--- src/sgc_consts.svh ---
// offsets, field positions, reset values and timing counts of the global control bank
`ifndef SGC_CONSTS_SVH
`define SGC_CONSTS_SVH

// register offsets
`define SGC_ADDR_FEATURE 8'h05
`define SGC_ADDR_LINK 8'h06
`define SGC_ADDR_STORM_LO 8'h07

// feature control field positions
`define SGC_FEAT_VLAN_BIT 7
`define SGC_FEAT_IGMP_BIT 6
`define SGC_FEAT_SNIFF_BIT 0
// writable bits of feature control, reserved 5..1 stay zero
`define SGC_FEAT_WMASK 8'hC1

// port-five link field positions
`define SGC_LINK_BP_BIT 7
`define SGC_LINK_HALF_BIT 6
`define SGC_LINK_FC_BIT 5
`define SGC_LINK_RATE10_BIT 4
`define SGC_LINK_NULLVID_BIT 3
`define SGC_LINK_STORM_HI_MSB 2

// reset values
`define SGC_FEATURE_RESET 8'h00
`define SGC_LINK_RESET 8'h00
`define SGC_STORM_LO_RESET 8'h4A
`define SGC_STORM_RESET 11'h04A

// widths and counts
`define SGC_PORTS 5
`define SGC_LIMIT_W 11
`define SGC_LIMIT_MAX 11'h7FF
`define SGC_PERIOD_CNT_W 23

// storm period timing
`define SGC_CLK_PERIOD_NS 10
`define SGC_STORM_100_MS 50
`define SGC_STORM_10_MS 500
`define SGC_STORM_100_CYCLES (`SGC_STORM_100_MS * 1000000 / `SGC_CLK_PERIOD_NS)
`define SGC_STORM_RATIO (`SGC_STORM_10_MS / `SGC_STORM_100_MS)

`endif

--- src/sgc_pkg.sv ---
// types shared by the global control bank and its storm meters
package sgc_pkg;

	// one register port request, same clock as the bank
	typedef struct packed {
		logic wr;
		logic rd;
		logic [7:0] addr;
		logic [7:0] wdata;
	} sgc_reg_req_t;

	// switch-wide feature enables
	typedef struct packed {
		logic vlan_en;
		logic igmp_snoop;
		logic sniff_both;
	} sgc_feature_t;

	// port five mac link settings
	typedef struct packed {
		logic back_pressure;
		logic half_duplex;
		logic flow_ctrl;
		logic rate_10_mbit;
		logic null_vid_replace;
	} sgc_port5_mac_link_t;

endpackage

--- src/sgc_global_ctrl.sv ---
// global control bank: feature enables, port five link settings, storm protection
//
// Behaviour
// - feature bit 7 enables 802.1Q VLAN processing
// - feature bit 6 redirects IGMP to port five
// - feature bit 0: both ports match versus either
// - link bit 7 enables port five back pressure
// - link bit 6 selects half or full duplex
// - link bit 5 enables full-duplex flow control
// - link bit 4 selects 10 or 100 Mbit
// - link bit 3 replaces null VID with default
// - 11-bit storm limit split across two registers
// - storm period 50ms fast, 500ms slow ports
// - storm limit resets to 0x4A
`include "sgc_consts.svh"

module sgc_global_ctrl #(
	parameter int PERIOD_100_CYCLES = `SGC_STORM_100_CYCLES
) (
	// clock and reset
	input wire logic clock_i,
	input wire logic reset_i,
	// register port
	input wire sgc_pkg::sgc_reg_req_t reg_req_i,
	output logic [7:0] reg_rdata_o,
	output logic reg_rvalid_o,
	// control levels to the switch core
	output sgc_pkg::sgc_feature_t feature_o,
	output sgc_pkg::sgc_port5_mac_link_t port5_mac_link_o,
	output logic [`SGC_LIMIT_W-1:0] storm_limit_o,
	// storm protection per input port, index 4 is port five
	input wire logic [`SGC_PORTS-1:0] storm_block_i,
	input wire logic [`SGC_PORTS-2:0] port_rate_10_mbit_i,
	output logic [`SGC_PORTS-1:0] storm_drop_o
);
	import sgc_pkg::*;

	localparam logic [`SGC_PERIOD_CNT_W-1:0] PERIOD_LAST =
		`SGC_PERIOD_CNT_W'(PERIOD_100_CYCLES - 1);
	localparam logic [3:0] RATIO_LAST = 4'(`SGC_STORM_RATIO - 1);

	logic [7:0] feature_reg; // feature control register
	logic [7:0] link_reg; // port five link and storm high bits
	logic [7:0] storm_lo_reg; // storm limit low byte
	logic [7:0] rdata_reg; // read data holding register
	logic rvalid_reg; // read answer strobe
	logic [`SGC_PERIOD_CNT_W-1:0] period_cnt_reg; // fast period divider
	logic [3:0] decade_reg; // counts fast periods into a slow one
	logic tick_100; // end of a 50 ms period
	logic tick_10; // end of a 500 ms period
	logic [`SGC_PORTS-1:0] port_rate_10; // speed of each port
	logic [`SGC_PORTS-1:0] port_tick; // period end seen by each port
	logic wr_feature;
	logic wr_link;
	logic wr_storm_lo;

	// register read decode, unmapped offsets read zero
	function automatic logic [7:0] reg_value(input logic [7:0] addr,
		input logic [7:0] feat, input logic [7:0] link, input logic [7:0] lo);
		logic [7:0] v;
		v = 8'h00;
		unique case (addr)
			`SGC_ADDR_FEATURE: v = feat;
			`SGC_ADDR_LINK: v = link;
			`SGC_ADDR_STORM_LO: v = lo;
			default: v = 8'h00;
		endcase
		return v;
	endfunction

	// write strobes per register
	assign wr_feature = reg_req_i.wr && reg_req_i.addr == `SGC_ADDR_FEATURE;
	assign wr_link = reg_req_i.wr && reg_req_i.addr == `SGC_ADDR_LINK;
	assign wr_storm_lo = reg_req_i.wr && reg_req_i.addr == `SGC_ADDR_STORM_LO;

	// feature control register, reserved bits held at zero
	always_ff @(posedge clock_i) begin
		if (reset_i) begin
			feature_reg <= `SGC_FEATURE_RESET;
		end else if (wr_feature) begin
			feature_reg <= reg_req_i.wdata & `SGC_FEAT_WMASK;
		end
	end

	// port five link register with storm limit high bits
	always_ff @(posedge clock_i) begin
		if (reset_i) begin
			link_reg <= `SGC_LINK_RESET;
		end else if (wr_link) begin
			link_reg <= reg_req_i.wdata;
		end
	end

	// storm limit low byte
	always_ff @(posedge clock_i) begin
		if (reset_i) begin
			storm_lo_reg <= `SGC_STORM_LO_RESET;
		end else if (wr_storm_lo) begin
			storm_lo_reg <= reg_req_i.wdata;
		end
	end

	// read answer one cycle after the request
	always_ff @(posedge clock_i) begin
		if (reset_i) begin
			rdata_reg <= 8'h00;
			rvalid_reg <= 1'b0;
		end else begin
			rvalid_reg <= reg_req_i.rd;
			if (reg_req_i.rd) begin
				rdata_reg <= reg_value(reg_req_i.addr, feature_reg, link_reg, storm_lo_reg);
			end
		end
	end

	assign reg_rdata_o = rdata_reg;
	assign reg_rvalid_o = rvalid_reg;

	// control levels straight from the registers
	// vlan enable assumes the table is already loaded by software
	assign feature_o.vlan_en = feature_reg[`SGC_FEAT_VLAN_BIT];
	assign feature_o.igmp_snoop = feature_reg[`SGC_FEAT_IGMP_BIT];
	assign feature_o.sniff_both = feature_reg[`SGC_FEAT_SNIFF_BIT];
	assign port5_mac_link_o.back_pressure = link_reg[`SGC_LINK_BP_BIT];
	assign port5_mac_link_o.half_duplex = link_reg[`SGC_LINK_HALF_BIT];
	assign port5_mac_link_o.flow_ctrl = link_reg[`SGC_LINK_FC_BIT];
	assign port5_mac_link_o.rate_10_mbit = link_reg[`SGC_LINK_RATE10_BIT];
	assign port5_mac_link_o.null_vid_replace = link_reg[`SGC_LINK_NULLVID_BIT];
	assign storm_limit_o = {link_reg[`SGC_LINK_STORM_HI_MSB:0], storm_lo_reg};

	// fast period divider, one tick each 50 ms
	always_ff @(posedge clock_i) begin
		if (reset_i) begin
			period_cnt_reg <= '0;
		end else if (period_cnt_reg == PERIOD_LAST) begin
			period_cnt_reg <= '0;
		end else begin
			period_cnt_reg <= period_cnt_reg + `SGC_PERIOD_CNT_W'(1);
		end
	end

	assign tick_100 = (period_cnt_reg == PERIOD_LAST);

	// slow period: ten fast periods make 500 ms
	always_ff @(posedge clock_i) begin
		if (reset_i) begin
			decade_reg <= 4'h0;
		end else if (tick_100) begin
			decade_reg <= (decade_reg == RATIO_LAST) ? 4'h0 : decade_reg + 4'h1;
		end
	end

	assign tick_10 = tick_100 && (decade_reg == RATIO_LAST);

	// port five takes its speed from the link register
	assign port_rate_10 = {link_reg[`SGC_LINK_RATE10_BIT], port_rate_10_mbit_i};

	// one storm meter per input port
	for (genvar p = 0; p < `SGC_PORTS; p++) begin : g_meter
		assign port_tick[p] = port_rate_10[p] ? tick_10 : tick_100;
		sgc_storm_meter u_meter (
			.clock_i(clock_i),
			.reset_i(reset_i),
			.period_tick_i(port_tick[p]),
			.block_i(storm_block_i[p]),
			.limit_i(storm_limit_o),
			.drop_o(storm_drop_o[p])
		);
	end
endmodule

--- src/sgc_storm_meter.sv ---
// per-port broadcast storm block counter with period restart
`include "sgc_consts.svh"

module sgc_storm_meter (
	// clock and reset
	input wire logic clock_i,
	input wire logic reset_i,
	// period and traffic
	input wire logic period_tick_i,
	input wire logic block_i,
	input wire logic [`SGC_LIMIT_W-1:0] limit_i,
	// result
	output logic drop_o
);
	import sgc_pkg::*;

	logic [`SGC_LIMIT_W-1:0] count_reg; // blocks seen this period
	logic [`SGC_LIMIT_W-1:0] count_next;
	logic drop_reg; // limit reached, discard regulated traffic

	// next count: restart at each period, saturate at the top
	always_comb begin
		count_next = count_reg;
		if (period_tick_i) begin
			count_next = {{(`SGC_LIMIT_W-1){1'b0}}, block_i};
		end else if (block_i && count_reg != `SGC_LIMIT_MAX) begin
			count_next = count_reg + 11'h001;
		end
	end

	// count register
	always_ff @(posedge clock_i) begin
		if (reset_i) begin
			count_reg <= '0;
		end else begin
			count_reg <= count_next;
		end
	end

	// drop flag once the count meets the limit
	always_ff @(posedge clock_i) begin
		if (reset_i) begin
			drop_reg <= 1'b0;
		end else begin
			drop_reg <= (count_next >= limit_i);
		end
	end

	assign drop_o = drop_reg;
endmodule
--- config.mk ---
export PLATFORM = sky130hd
export DESIGN_NAME = sgc_global_ctrl
export DESIGN_NICKNAME = d
export VERILOG_FILES = /design/src/sgc_pkg.sv /design/src/sgc_global_ctrl.sv /design/src/sgc_storm_meter.sv
export VERILOG_INCLUDE_DIRS = /design/src
export SDC_FILE = /design/constraint.sdc
export NUM_CORES = 1
export LEC_CHECK = 0
export ABC_AREA = 1
export BUFFER_PORTS_ARGS = -buffer_cell sky130_fd_sc_hd__clkbuf_2
export CELL_PAD_IN_SITES_DETAIL_PLACEMENT = 1
export CELL_PAD_IN_SITES_GLOBAL_PLACEMENT = 2
export CORE_ASPECT_RATIO = 1.75
export CORE_UTILIZATION = 34
export DETAILED_ROUTE_END_ITERATION = 6
export PLACE_DENSITY = 0.77
export SYNTH_ARGS = -nofsm -noshare
export SYNTH_HDL_FRONTEND = slang
export SYNTH_SLANG_ARGS = --single-unit
--- constraint.sdc ---
create_clock -name clock_i -period 3.1 [get_ports clock_i]
set_clock_uncertainty 0.15 [all_clocks]
set_input_delay 0.62 -clock clock_i [delete_from_list [all_inputs] [get_ports clock_i]]
set_output_delay 0.62 -clock clock_i [all_outputs]
set_load 0.01 [all_outputs]
==> impl_metrics.toml <==
[cts]
clk_pin_slew_ps = 50
root_buffer = "clkbuf_16"
cts.sink_count = 115
cts_tree = "yes"
h-tree-depth = 4
clk_latency_ps = 430
clock_path_buffers = 2
cts_made_buffers = 17

[pwr]
p_per_area_mw_per_mm2 = 408
p_leak_nw = 4.05
p_total_mw = 3.58
peakVddDrop_v = 0.000282

[routing]
drt_iter0_drc = 191
ant_nets = 0
vias = 7433
vias_per_cell = 4.89
detail_route.first_pass.iterations = 4
route.detailed.drc = 0
avgRoutedWirePerCell_um = 15.4
routed_wl_um = 23400

[synth]
synth_cell_types = 38
syn_avg_cell_area_sq_um = 6.60
synth-main-ff-cell = "dfxtp_1"
yosys.area.top_type = "dfxtp_1"
async_flop_share_pct = 0
netlist_area_sq_mm = 0.00760
yosys_warnings = 0
synth-edff-count = 0
ys_ff_latch = 115
ys_seq_area_share_pct = 30.3
synth_top_area_share_pct = 30.3
synth.area.top_cells = "dfxtp_1, nand2_1, ha_1"
yosysMostFrequentCell = "nand2_1"
synth.top_cells.by_count = "nand2_1, inv_1, nor2_1, dfxtp_1, nand3_1"
syn_inst = 1152
synth_fp_nets = 1242

[placement]
place_inst = 1486
routabilityCongestion = 0.789
port_buffers = 61
place_hpwl_um = 18400

[timing]
finalSetupViolCount = 0
drv_slew = 0
worstMarginPinSlew_ps = 910
period_needed_ps = 2850
finalSetupTns_ps = 0
finalCritPeriodShare_pct = 92.0
slew-limit-headroom_pct = 39.3
fmax_ghz = 0.350
hold_violations = 0

[finish]
fill_cells = 2933
final_nets = 1302
largest_reg_flops = 55
area_delta_synth_final_pct = 15.4
fin_cells = 1519
num_antenna_cells = 0
drive_gt1_share_pct = 13.5

[setup_path]
critPathLaunch = "g_meter[4].u_meter.count_reg[0]$_SDFF_PP0_"
cp_max_fo = 8
cp_common_cell = "nand3_1"
r2r-start = "g_meter[4].u_meter.count_reg[0]$_SDFF_PP0_"
arrival_ps = 2980
critPathLaunchType = "flop"
crit_family = "simple AND/OR/NAND/NOR gates"
critPathKind = "reg -> reg"
worstSetupEndpointType = "flop"
crit_chain = "ha_1 > nand2_1 > nor2_2 > nand3_1 > nand2_4 > clkinvlp_2 > nand2_1 > nand3_1 > inv_1 > ha_1 > a21oi_1 > o21ai_0 > nand3_1 > nand3_1 > nor2_1 > nor2_1"
critPathBufInv = 2
critPathSlowestCell = "dfxtp_1"
required_ps = 3230
cpPeakStageDelay_ps = 380

[die]
dieArea_sq_mm = 0.0230
initial_core_util_pct = 34.6
pin_count = 62
rows = 72
core-area_sq_mm = 0.0220
dieWidth_um = 115
fp.dieH_um = 200

[global_route]
track_usage_pct = 21.8
antenna_found_initial = 0
grt_pass1_vias = 7774
grt_pass1_wl_um = 37900
grt_max_degree = 78
grt.overflow.total = 0

[hold_path]
min_from = "reg_req_i[3]"
hp-class = "in -> reg"

[run_status]
status = "completed"

[job]
drv_cap = 0
==> through the flow <==
stage	setup slack [ps]	instance area, sq um	util [%]	hold slack [ps]
finish	247	8770	39.9	299
floorplan	675	7600	-	268
detailed placement	-169	8130	37.0	305
CTS	125	8690	39.6	281
global route	-5.49	8770	39.9	297
global placement	-159	8130	37.0	279
==> kinds of logic (layout without fill, tap and decap cells) <==
kind of cell               count (synthesis)  count (layout)  synth area share (%)
and+or+nand+nor                          609             609                  34.9
xor gates and xnor gates                  18              18                  2.07
DFF                                      115             115                  30.3
buffers and inverters                    197             268                  11.0
adders and majority gates                 61              61                  10.0
AOI/OAI and AO/OA                        152             152                  11.7
==> repair_timing <==
| action | in CTS | in global routing |
|---|---|---|
| setup buffers | 0 | 2 |
| pin swaps | 0 | 1 |
| gates cloned | 0 | 1 |
| gates resized for setup | 1 | 9 |
| setup endpoints to repair | 5 | 5 |
| hold buffers | 0 | 0 |
==> final timing paths <==
path / cells past startpoint / slack [ps] / to
min reg2reg: 1 / 310 / period_cnt_reg[0]$_SDFF_PP0_
max reg2reg: 16 / 250 / g_meter[4].u_meter.drop_o$_SDFF_PP0_
min: 3 / 300 / storm_lo_reg[3]$_SDFFE_PP1P_
max: 16 / 250 / g_meter[4].u_meter.drop_o$_SDFF_PP0_
==> worst reg2reg max path: stages (launching register included) <==
cell	delay, ps
dfxtp_1	380
ha_1	190
nand2_1	80
nor2_2	170
nand3_1	170
nand2_4	170
clkinvlp_2	230
nand2_1	140
nand3_1	110
inv_1	90
ha_1	240
a21oi_1	120
o21ai_0	100
nand3_1	70
nand3_1	70
nor2_1	170
nor2_1	60
==> per-layer routing <==
metal  part of all wire (%)  GRT usage [%]  vias to the layer above
met2                     57           44.6                       70
met1                     39           21.0                     3510
met5                      0              0                        -
li1                       -              -                     3816
met3                    1.9           3.65                       37
met4                    2.6           8.61                        0
==> cell usage in the layout, fill, tap and decap left out, types with 2 or more instances in the layout <==
master,count
nor2_2,7
nand2_1,296
o21ai_0,48
nand3b_1,5
nor3_1,10
xor2_1,16
nand2_2,12
buf_4,12
ha_1,61
inv_1,153
clkinv_2,4
and2_1,2
o21ai_1,4
or2_2,3
nor2_4,2
xnor2_1,2
nand2_4,2
inv_2,8
a21oi_1,68
nand3_1,89
o21ai_2,6
nand3_2,15
o31ai_1,2
clkbuf_16,17
clkbuf_8,8
nor2_1,145
o21bai_1,5
dfxtp_1,115
nand4_1,18
o211ai_1,4
o21a_1,5
o2111ai_1,5
clkbuf_2,61
o211ai_4,5
==> final cells by class <==
| class | count | area (sq um) | share of cell area, % |
|---|---|---|---|
| clock buffer | 26 | 539 | 6.15 |
| clock inverter | 4 | 20.0 | 0.228 |
| inverter | 163 | 616 | 7.02 |
| multi-input combinational | 840 | 4510 | 51.4 |
| sequential | 115 | 2300 | 26.3 |
| tap | 296 | 370 | 4.22 |
| timing repair buffer | 74 | 407 | 4.64 |
| timing repair inverter | 1 | 5.00 | 0.0571 |
==> where the power goes <==
group	switching (mW)	total (mW)	internal (mW)
sequential	0.0146	1.51	1.50
combinational	0.136	0.200	0.0643
clock	0.692	1.87	1.18
total	0.842	3.58	2.74
Note: power is estimated with default switching activity, not from simulation.
